==> src/sar_adc_pkg.sv <==
// Shared constants for the successive-approximation converter sequencer.
// Assumes a single peripheral clock; one state equals one clock cycle.
package sar_adc_pkg;

    ////////////////////////////////////////////////////////////////////////
    // Register byte offsets on the 32-bit slave port (one word each)
    localparam logic [5:0] OFS_RESULT_A_HI   = 6'h00;
    localparam logic [5:0] OFS_RESULT_A_LO   = 6'h04;
    localparam logic [5:0] OFS_RESULT_B_HI   = 6'h08;
    localparam logic [5:0] OFS_RESULT_B_LO   = 6'h0c;
    localparam logic [5:0] OFS_RESULT_C_HI   = 6'h10;
    localparam logic [5:0] OFS_RESULT_C_LO   = 6'h14;
    localparam logic [5:0] OFS_RESULT_D_HI   = 6'h18;
    localparam logic [5:0] OFS_RESULT_D_LO   = 6'h1c;
    localparam logic [5:0] OFS_CTRL_STATUS   = 6'h20;
    localparam logic [5:0] OFS_CTRL          = 6'h24;

    ////////////////////////////////////////////////////////////////////////
    // Field positions in ctrl_status_reg
    localparam int BIT_DONE_FLAG   = 7;
    localparam int BIT_IRQ_ENABLE  = 6;
    localparam int BIT_CONV_START  = 5;
    localparam int BIT_MULTI       = 4;
    localparam int BIT_TIME_SELECT = 3;
    localparam int BIT_GROUP       = 2;
    // Field positions in ctrl_reg
    localparam int BIT_TRIG_EN_HI  = 7;
    localparam int BIT_TRIG_EN_LO  = 6;
    localparam int BIT_SCAN        = 5;

    // Values after reset and standby
    localparam logic [7:0] CTRL_STATUS_RESET = 8'h00;
    localparam logic [7:0] CTRL_RESET        = 8'h07;
    localparam logic [2:0] CTRL_LOW_ONES     = 3'h7;

    ////////////////////////////////////////////////////////////////////////
    // Timing, in states, and the derived cycle counts
    localparam int CYCLES_PER_STATE    = 1;
    localparam int DELAY_MIN_SLOW      = 17;
    localparam int DELAY_MIN_FAST      = 10;
    localparam int SAMPLE_SLOW_STATES  = 129;
    localparam int SAMPLE_FAST_STATES  = 65;
    localparam int TOTAL_MIN_SLOW      = 514;
    localparam int TOTAL_MIN_FAST      = 259;
    localparam int NEXT_TOTAL_SLOW     = 256;
    localparam int NEXT_TOTAL_FAST     = 128;
    localparam int SAR_STEP_CYCLES     = 4;
    localparam int RESULT_BITS         = 10;

    localparam logic [8:0] DELAY_SLOW_CYCLES =
        9'(DELAY_MIN_SLOW * CYCLES_PER_STATE);
    localparam logic [8:0] DELAY_FAST_CYCLES =
        9'(DELAY_MIN_FAST * CYCLES_PER_STATE);
    localparam logic [3:0] PHASE_SLOW_LAST   = 4'hb;
    localparam logic [8:0] SAMPLE_SLOW_CYCLES =
        9'(SAMPLE_SLOW_STATES * CYCLES_PER_STATE);
    localparam logic [8:0] SAMPLE_FAST_CYCLES =
        9'(SAMPLE_FAST_STATES * CYCLES_PER_STATE);
    localparam logic [8:0] CONV_FIRST_SLOW_CYCLES = 9'((TOTAL_MIN_SLOW
        - DELAY_MIN_SLOW - SAMPLE_SLOW_STATES) * CYCLES_PER_STATE);
    localparam logic [8:0] CONV_FIRST_FAST_CYCLES = 9'((TOTAL_MIN_FAST
        - DELAY_MIN_FAST - SAMPLE_FAST_STATES) * CYCLES_PER_STATE);
    localparam logic [8:0] CONV_NEXT_SLOW_CYCLES = 9'((NEXT_TOTAL_SLOW
        - SAMPLE_SLOW_STATES) * CYCLES_PER_STATE);
    localparam logic [8:0] CONV_NEXT_FAST_CYCLES = 9'((NEXT_TOTAL_FAST
        - SAMPLE_FAST_STATES) * CYCLES_PER_STATE);
    localparam logic [8:0] SAR_WINDOW_CYCLES =
        9'(RESULT_BITS * SAR_STEP_CYCLES);

    // Sequencer states
    typedef enum logic [1:0] {
        ST_IDLE    = 2'b00,
        ST_DELAY   = 2'b01,
        ST_SAMPLE  = 2'b10,
        ST_CONVERT = 2'b11
    } seq_state_type;

endpackage

==> src/bit_sync.sv <==
// Two-stage synchroniser for a bundle of asynchronous levels.
// Assumes each bit changes slowly enough to be sampled as a level.
`timescale 1ns/100ps
`default_nettype none
module bit_sync #(
    parameter int WIDTH = 1
) (
    input  wire logic             clk,
    input  wire logic             rst,
    input  wire logic [WIDTH-1:0] async_in,
    output logic      [WIDTH-1:0] sync_out
);

    typedef struct packed {
        logic [WIDTH-1:0] stage1;  // Metastable stage, read only by stage2
        logic [WIDTH-1:0] stage2;  // Settled copy
    } sync_state_type;

    sync_state_type r;       // Registered state
    sync_state_type next_r;  // Next state

    // Shift the input through both stages
    always_comb begin
        next_r        = r;
        next_r.stage1 = async_in;
        next_r.stage2 = r.stage1;
    end

    // Register the state
    always_ff @(posedge clk or posedge rst) begin
        if (rst) begin
            r <= '0;
        end else begin
            r <= next_r;
        end
    end

    assign sync_out = r.stage2;

endmodule // bit_sync
`default_nettype wire

==> src/sar_adc_sequencer.sv <==
// Control sequencer for an eight-input 10-bit SAR converter with an
// Avalon-MM slave for its registers.
// Assumes an analog front end: a mux, a sample-and-hold, a DAC and a
// comparator whose output is asynchronous to clk.
//
// Summary of operation
// - 16-bit results, low byte via 8-bit latch
// - High-byte read returns byte, latches low byte
// - 10-bit SAR; single, multi, scan modes
// - Single: start stays set, self-clears at end
// - Single end stores result, sets done flag
// - Done flag cleared by read-then-write-zero
// - Multi/scan always start at group's first input
// - Next channel starts right after previous ends
// - Each channel result stored when it completes
// - Multi end: set flag, clear start, stop
// - Scan cycles while start set; restart from first
// - Scan pass end sets flag, keeps converting
// - Start delay, then sample, then convert
// - Delay 17-28/129 sample or 10-17/65
// - First conversion totals 514-525 or 259-266
// - Later conversions fixed 256 or 128 states
// - Enabled trigger falling edge sets start
// - Interrupt request only while enable set
// - Group bit and two select bits choose channels
// - Multi bit and scan bit select mode
// - Reset and standby restore register defaults
`timescale 1ns/100ps
`default_nettype none
module sar_adc_sequencer (
    input  wire logic        clk,
    input  wire logic        rst,
    input  wire logic        standby,
    input  wire logic [5:0]  avs_address,
    input  wire logic        avs_read,
    input  wire logic        avs_write,
    input  wire logic [31:0] avs_writedata,
    input  wire logic [3:0]  avs_byteenable,
    output logic      [31:0] avs_readdata,
    output logic             avs_waitrequest,
    input  wire logic        ext_trigger_n,
    input  wire logic        cmp_in,
    output logic      [2:0]  analog_channel,
    output logic             sample_hold,
    output logic      [9:0]  dac_code,
    output logic             conv_done_irq
);
    import sar_adc_pkg::*;

    ////////////////////////////////////////////////////////////////////////
    // State of the whole block
    typedef struct packed {
        seq_state_type   state;           // Sequencer phase
        logic [8:0]      count;           // Cycles left in the phase
        logic [1:0]      chan;            // Channel within the group
        logic            first;           // First conversion since start
        logic [9:0]      code;            // Successive-approximation code
        logic [3:0][9:0] result;          // Results A to D
        logic [7:0]      low_byte_latch;  // Holding latch for low bytes
        logic            conv_done_flag;  // End of conversion
        logic            done_irq_enable; // Request enable
        logic            conv_start;      // Conversion running
        logic            multi;           // Multi or scan selected
        logic            conv_time_select;// Fast timing
        logic            channel_group_bit;
        logic [1:0]      channel_sel;     // Select hi and lo bits
        logic            trigger_enable_hi;
        logic            trigger_enable_lo;
        logic            scan_select;     // Scan instead of multi
        logic            flag_read_armed; // Flag seen set by a read
        logic            wait_done;       // Wait state already given
        logic [31:0]     readdata;        // Registered read data
        logic            trig_prev;       // Trigger level last cycle
        logic [3:0]      phase;           // Free phase for start delay
    } core_state_type;

    core_state_type r;       // Registered state
    core_state_type next_r;  // Next state

    logic [1:0] sync_level;  // Synchronised comparator and trigger
    logic       cmp_s;       // Comparator: input above DAC level
    logic       trig_s;      // Synchronised trigger pin

    ////////////////////////////////////////////////////////////////////////
    // Pin synchronisers; both pins are outside the clock domain
    bit_sync #(
        .WIDTH    (2)
    ) u_sync (
        .clk      (clk),
        .rst      (rst),
        .async_in ({cmp_in, ext_trigger_n}),
        .sync_out (sync_level)
    );

    assign cmp_s  = sync_level[1];
    assign trig_s = sync_level[0];

    ////////////////////////////////////////////////////////////////////////
    // Helpers for the next-state process
    logic       bus_req;      // A request is on the bus
    logic       bus_accept;   // Request completes at this edge
    logic       lane0;        // Low byte lane written
    logic [7:0] status_byte;  // Current ctrl_status_reg image
    logic [7:0] ctrl_byte;    // Current ctrl_reg image
    logic [7:0] rd_byte;      // Selected read byte
    logic [1:0] rd_index;     // Result register addressed
    logic [8:0] delay_len;    // Start delay for this start
    logic [8:0] sample_len;   // Sample time
    logic [8:0] conv_len;     // Convert phase length
    logic [3:0] bit_index;    // SAR bit under trial
    logic       set_done;     // Hardware sets the done flag
    logic       trig_fall;    // Falling edge on the trigger

    assign bus_req    = avs_read | avs_write;
    assign bus_accept = bus_req & r.wait_done;
    assign lane0      = avs_byteenable[0];
    assign rd_index   = avs_address[4:3];
    assign trig_fall  = r.trig_prev & ~trig_s;
    assign bit_index  = r.count[5:2];

    assign status_byte = {r.conv_done_flag, r.done_irq_enable,
                          r.conv_start, r.multi, r.conv_time_select,
                          r.channel_group_bit, r.channel_sel};
    // Reserved bits 4:3 read as zero, 2:0 as one
    assign ctrl_byte = {r.trigger_enable_hi, r.trigger_enable_lo,
                        r.scan_select, 2'b00, CTRL_LOW_ONES};

    // Delay depends on where the free phase stands at the start
    assign delay_len = r.conv_time_select
        ? DELAY_FAST_CYCLES + {6'h00, r.phase[2:0]}
        : DELAY_SLOW_CYCLES + {5'h00, r.phase};
    assign sample_len = r.conv_time_select ? SAMPLE_FAST_CYCLES
                                           : SAMPLE_SLOW_CYCLES;
    // First conversion carries the remainder of the documented total
    assign conv_len = r.first
        ? (r.conv_time_select ? CONV_FIRST_FAST_CYCLES
                              : CONV_FIRST_SLOW_CYCLES)
        : (r.conv_time_select ? CONV_NEXT_FAST_CYCLES
                              : CONV_NEXT_SLOW_CYCLES);

    ////////////////////////////////////////////////////////////////////////
    // Read multiplexer; unmapped addresses read as zero
    always_comb begin
        rd_byte = 8'h00;
        if (avs_address == OFS_CTRL_STATUS) begin
            rd_byte = status_byte;
        end else if (avs_address == OFS_CTRL) begin
            rd_byte = ctrl_byte;
        end else if (avs_address[5] == 1'b0 && avs_address[1:0] == 2'b00)
        begin
            if (avs_address[2] == 1'b0) begin
                rd_byte = r.result[rd_index][9:2];
            end else begin
                rd_byte = r.low_byte_latch;
            end
        end
    end

    ////////////////////////////////////////////////////////////////////////
    // Next state: sequencer, then trigger, then bus, then flag set
    always_comb begin
        next_r   = r;
        set_done = 1'b0;

        // Free-running phase; only its value at the start matters
        if (r.phase == PHASE_SLOW_LAST) begin
            next_r.phase = 4'h0;
        end else begin
            next_r.phase = r.phase + 4'h1;
        end

        // Sequencer, one count per clock state
        unique case (r.state)
            ST_IDLE: begin
                if (r.conv_start) begin
                    next_r.state = ST_DELAY;
                    next_r.first = 1'b1;
                    next_r.count = delay_len - 9'h001;
                    // Multi and scan begin at the group's first input
                    next_r.chan  = r.multi ? 2'b00 : r.channel_sel;
                end
            end
            ST_DELAY: begin
                if (r.count == 9'h000) begin
                    next_r.state = ST_SAMPLE;
                    next_r.count = sample_len - 9'h001;
                end else begin
                    next_r.count = r.count - 9'h001;
                end
            end
            ST_SAMPLE: begin
                if (r.count == 9'h000) begin
                    next_r.state = ST_CONVERT;
                    next_r.count = conv_len - 9'h001;
                    next_r.code  = 10'h000;
                end else begin
                    next_r.count = r.count - 9'h001;
                end
            end
            ST_CONVERT: begin
                // One bit every four cycles over the last forty
                if (r.count < SAR_WINDOW_CYCLES) begin
                    if (r.count[1:0] == 2'b11) begin
                        next_r.code[bit_index] = 1'b1;
                    end else if (r.count[1:0] == 2'b00 && !cmp_s) begin
                        next_r.code[bit_index] = 1'b0;
                    end
                end
                if (r.count == 9'h000) begin
                    next_r.result[r.chan] = next_r.code;
                    next_r.first = 1'b0;
                    next_r.count = sample_len - 9'h001;
                    if (!r.multi) begin
                        // Single mode finishes and goes idle
                        next_r.state      = ST_IDLE;
                        next_r.conv_start = 1'b0;
                        set_done          = 1'b1;
                    end else if (r.chan == r.channel_sel) begin
                        set_done = 1'b1;
                        if (r.scan_select) begin
                            // Scan wraps to the first input at once
                            next_r.chan  = 2'b00;
                            next_r.state = ST_SAMPLE;
                        end else begin
                            next_r.state      = ST_IDLE;
                            next_r.conv_start = 1'b0;
                        end
                    end else begin
                        // Next channel in ascending order
                        next_r.chan  = r.chan + 2'b01;
                        next_r.state = ST_SAMPLE;
                    end
                end else begin
                    next_r.count = r.count - 9'h001;
                end
            end
        endcase

        // External trigger acts exactly like a software start
        next_r.trig_prev = trig_s;
        if (trig_fall && r.trigger_enable_hi && r.trigger_enable_lo) begin
            next_r.conv_start = 1'b1;
        end

        // Bus: one wait state, then the access completes
        if (bus_req && !r.wait_done) begin
            next_r.wait_done = 1'b1;
            next_r.readdata  = avs_read ? {24'h000000, rd_byte} : 32'h0;
        end else begin
            next_r.wait_done = 1'b0;
        end

        if (bus_accept && avs_read) begin
            if (avs_address[5] == 1'b0 && avs_address[2:0] == 3'b000) begin
                // High byte read captures the low byte for later
                next_r.low_byte_latch =
                    {r.result[rd_index][1:0], 6'h00};
            end
            if (avs_address == OFS_CTRL_STATUS
                && r.readdata[BIT_DONE_FLAG]) begin
                next_r.flag_read_armed = 1'b1;
            end
        end

        if (bus_accept && avs_write && lane0) begin
            if (avs_address == OFS_CTRL_STATUS) begin
                next_r.done_irq_enable   = avs_writedata[BIT_IRQ_ENABLE];
                next_r.multi             = avs_writedata[BIT_MULTI];
                next_r.conv_time_select  = avs_writedata[BIT_TIME_SELECT];
                next_r.channel_group_bit = avs_writedata[BIT_GROUP];
                next_r.channel_sel       = avs_writedata[1:0];
                if (!avs_writedata[BIT_CONV_START]) begin
                    // Abort: the channel in flight stores its result only if it completes in this same cycle
                    next_r.conv_start = 1'b0;
                    next_r.state      = ST_IDLE;
                end else begin
                    next_r.conv_start = 1'b1;
                end
                // Writing one to the flag has no effect
                if (!avs_writedata[BIT_DONE_FLAG] && r.flag_read_armed)
                begin
                    next_r.conv_done_flag = 1'b0;
                end
                next_r.flag_read_armed = 1'b0;
            end else if (avs_address == OFS_CTRL) begin
                next_r.trigger_enable_hi = avs_writedata[BIT_TRIG_EN_HI];
                next_r.trigger_enable_lo = avs_writedata[BIT_TRIG_EN_LO];
                next_r.scan_select       = avs_writedata[BIT_SCAN];
            end
        end

        // A completion in the clearing cycle is never lost
        if (set_done) begin
            next_r.conv_done_flag = 1'b1;
        end

        // Standby acts like reset on every register
        if (standby) begin
            next_r = '0;
        end
    end

    ////////////////////////////////////////////////////////////////////////
    // Register the state; all-zero gives the documented defaults
    always_ff @(posedge clk or posedge rst) begin
        if (rst) begin
            r <= '0;
        end else begin
            r <= next_r;
        end
    end

    ////////////////////////////////////////////////////////////////////////
    // Outputs
    assign avs_waitrequest = bus_req & ~r.wait_done;
    assign avs_readdata    = r.readdata;
    assign analog_channel  = {r.channel_group_bit, r.chan};
    assign sample_hold     = (r.state == ST_SAMPLE);
    assign dac_code        = r.code;
    // Level request follows flag and enable directly
    assign conv_done_irq   = r.conv_done_flag & r.done_irq_enable;

endmodule // sar_adc_sequencer
`default_nettype wire

==> config.mk <==
export PLATFORM = sky130hd
export DESIGN_NAME = sar_adc_sequencer
export DESIGN_NICKNAME = d
export VERILOG_FILES = /design/src/sar_adc_pkg.sv /design/src/bit_sync.sv /design/src/sar_adc_sequencer.sv
export SDC_FILE = /design/constraint.sdc
export NUM_CORES = 1
export LEC_CHECK = 0
export ABC_AREA = 1
export BUFFER_PORTS_ARGS = -buffer_cell sky130_fd_sc_hd__clkbuf_2
export CAP_MARGIN = 5
export CORE_MARGIN = 8
export CORE_UTILIZATION = 53
export CTS_BUF_LIST = sky130_fd_sc_hd__clkbuf_4 sky130_fd_sc_hd__clkbuf_8
export CTS_CLUSTER_DIAMETER = 120
export DETAILED_ROUTE_END_ITERATION = 8
export GPL_TIMING_DRIVEN = 1
export PLACE_DENSITY = 0.78
export SYNTH_ARGS = -nofsm -noshare
export SYNTH_HDL_FRONTEND = slang
export SYNTH_HIERARCHICAL = 1
export SYNTH_SLANG_ARGS = --single-unit
==> constraint.sdc <==
create_clock -name clk -period 2.2 [get_ports clk]
set_input_delay 0 -clock clk [delete_from_list [all_inputs] [get_ports clk]]
set_output_delay 0 -clock clk [all_outputs]
set_load 0.03 [all_outputs]
==> results.sh <==
export IMPL_cts_sinks=96
export IMPL_start_util_pct=53.64
export IMPL_worstPathMaxFanout=7
export IMPL_postCtsSetupBuffers=0
export IMPL_slew_viol_final=0
export IMPL_synth_largest_area_cell="dfrtp_1"
export IMPL_die_h_um=120.1
export IMPL_die_x_um=120.1
export IMPL_syn_inst=781
export IMPL_path_cells="inv_1, ha_1, nand3_2, nor2_4, nand2_4, nor2_8, nand2_4, nand2_2, inv_1, nand2_1, nand2_1"
export IMPL_num_rows=38
export IMPL_final_nets=890
export IMPL_cp_slowest_cell="dfrtp_1"
export IMPL_min_period_ns=1.965
export IMPL_finalHoldViolations=0
export IMPL_crit_path_end_kind="flop"
export IMPL_hpwl_um=10280
export IMPL_async_flop_share_pct=100.0
export IMPL_track_usage_pct=20.48
export IMPL_skew_ns=0.01503
export IMPL_crit_type="flop to flop"
export IMPL_synth_edf_count=0
export IMPL_fin_cells=976
export IMPL_synth_top_area_share_pct=41.87
export IMPL_num_io_pins=97
export IMPL_outcome="finished clean"
export IMPL_finalSetupViolCount=0
export IMPL_clkTransAtPathRegs_ns=0.10
export IMPL_ctsResizeCount=0
export IMPL_max_slew_margin_rel_pct=54.10
export IMPL_drive_gt1_share_pct=12.92
export IMPL_synth_warnings=6
export IMPL_synth_seq_area_share_pct=41.87
export IMPL_layout_common_cells="282 x nand2_1, 96 x dfrtp_1, 68 x inv_1"
export IMPL_gr_total_overflow=0
export IMPL_cts_hold_buf=14
export IMPL_cap_viol_max_count=0
export IMPL_layout_commonest_cell="nand2_1"
export IMPL_grt_pass1_vias=4934
export IMPL_yosys_top_cells_area="dfrtp_1 42%, nand2_1 18%, buf_4 5.9%, o21ai_0 5.7%, inv_1 4.5%"
export IMPL_cp_required_ns=2.47
export IMPL_cts_buffer_depth=2
export IMPL_cts_buffers=9
export IMPL_grt_pass1_wl_um=23990
export IMPL_irDropWorstVdd_mv=0.6886
export IMPL_routed_via_density=5.155
export IMPL_hold_path_class="primary input to async pin"
export IMPL_synth_cell_area_um2=5738
export IMPL_design_power_total_mw=5.490
export IMPL_dr_first_iter_drc_count=523
export IMPL_fin_crit_sh_pct=89.33
export IMPL_synth_ff_type="dfrtp_1"
export IMPL_start_kind="flop"
export IMPL_diodes=0
export IMPL_tritoncts="yes"
export IMPL_p_per_area_nw_per_um2=869.2
export IMPL_antenna_found_initial=0
export IMPL_core_area_um2=10700
export IMPL_htreeDepth=3
export IMPL_dpl_cell_count=946
export IMPL_cpPeakStageDelay_ns=0.42
export IMPL_port_buffers=45
export IMPL_clock_fmax_mhz=508.8
export IMPL_p_leak_nw=3.483
export IMPL_wirelength_um=14200
export IMPL_ctsRootBufferMaster="clkbuf_8"
export IMPL_dr_total_vias=5031
export IMPL_rsz0062_at_grt="no"
export IMPL_drt_first_pass_iters=5
export IMPL_syn_to_final_growth_pct=10.07
export IMPL_synth_distinct_cells=38
export IMPL_insertion_delay_ns=0.39
export IMPL_dieArea_um2=14410
export IMPL_drc_errors=0
export IMPL_finalSetupTns_ns=0
export IMPL_gp_congestion=0.8908
export IMPL_routedWlPerCell_um=14.55
export IMPL_synth_area_per_cell_um2=7.347
export IMPL_worst_pin_slew_ns=0.6813
export IMPL_arrival_ns=2.24
export IMPL_yosys_register_bits=96
export IMPL_grt_max_degree=93
export IMPL_final_antenna_net_count=0
-- layout make-up --
type                            count  area [um2]
Clock inverter                      7       100.1
Timing Repair Buffer               74       490.5
Clock buffer                        9       123.9
Inverter                           75       285.3
Fill cell                        1008        4382
Sequential cell                    96        2402
Tap cell                          140       175.2
Multi-Input combinational cell    575        2739
-- kinds of logic after synthesis --
kind of cell / synth area share [%]
buf+inv: 11.91
compound gates: 11.60
simple gates: 31.62
other cells: 0.06535
xor+xnor: 0.7632
fa+ha+maj: 2.181
flops: 41.87
-- where the power goes --
| group | switching (mW) | internal [mW] | total [mW] | leakage (nW) |
|---|---|---|---|---|
| clock network | 0.689 | 0.655 | 1.34 | 0.115 |
| logic | 1.51 | 0.649 | 2.16 | 2.05 |
| registers | 0.129 | 1.85 | 1.98 | 1.32 |
| total | 2.33 | 3.16 | 5.49 | 3.48 |
-- stage by stage --
stage	hold WS, ns	util [%]	setup WS (ns)	instance area [um2]
finish	0.05882	59.04	0.2347	6316
global route	0.08404	59.04	0.08073	6316
CTS	0.04887	59.04	0.2531	6316
detailed placement	-0.09353	55.64	0.2669	5952
global placement	-0.09701	55.64	0.3148	5952
floorplan	-0.2339	-	0.5194	5828
-- worst max-delay path: cells and delay by family, from the launching register on --
family                   cells  cell delay [ns]
flip-flops                   1             0.42
adder cells (fa/ha/maj)      1             0.28
buffers and inverters        2             0.26
AND/OR/NAND/NOR              8             0.90
-- cell usage after synthesis (all sizes together) (2+ instances only) --
master / instances
nor3: 8
inv: 72
o211ai: 7
nand3b: 2
nand3: 43
ha: 10
dfrtp: 96
o22ai: 2
buf: 52
or2: 2
nor2: 65
nand2: 292
o21ai: 72
a21oi: 32
clkbuf: 6
o31a: 2
xor2: 4
nand4: 4
clkinv: 3
-- final timing paths --
kind / endpoint / from / cells after the start / slack [ns]
worst max-delay path: r[78]$_DFFE_PP0P_ / r[111]$_DFFE_PP0P_ / 11 / 0.23
worst min-delay path: u_sync/next_r[0]$_DFF_PP0_ / rst / 3 / 0.06
worst max register to register: r[78]$_DFFE_PP0P_ / r[111]$_DFFE_PP0P_ / 11 / 0.23
worst min register to register: u_sync/sync_out[0]$_DFF_PP0_ / u_sync/next_r[0]$_DFF_PP0_ / 0 / 0.36
max in group asynchronous: dac_code[9]$_DFFE_PP0P_ / rst / 4 / 1.51
min in group clk: ctrl_byte[5]$_DFFE_PP0P_ / avs_byteenable[0] / 5 / 0.07
-- flip-flops by register name (all words and copies together) (netlist names) --
signal,flops
u_sync/next_r,2
avs_readdata,8
dac_code,10
r,64
ctrl_byte,3
bit_index,4
u_sync/sync_out,2
analog_channel,3
-- layer usage --
metal	part of all wire, %	track usage [%]	up-vias
met5	0	0	-
met2	48	33.57	144
met1	44	25.98	2345
li1	-	-	2513
met4	2.3	7.338	0
met3	6.1	4.744	29
(Power assumes the default switching activity.)
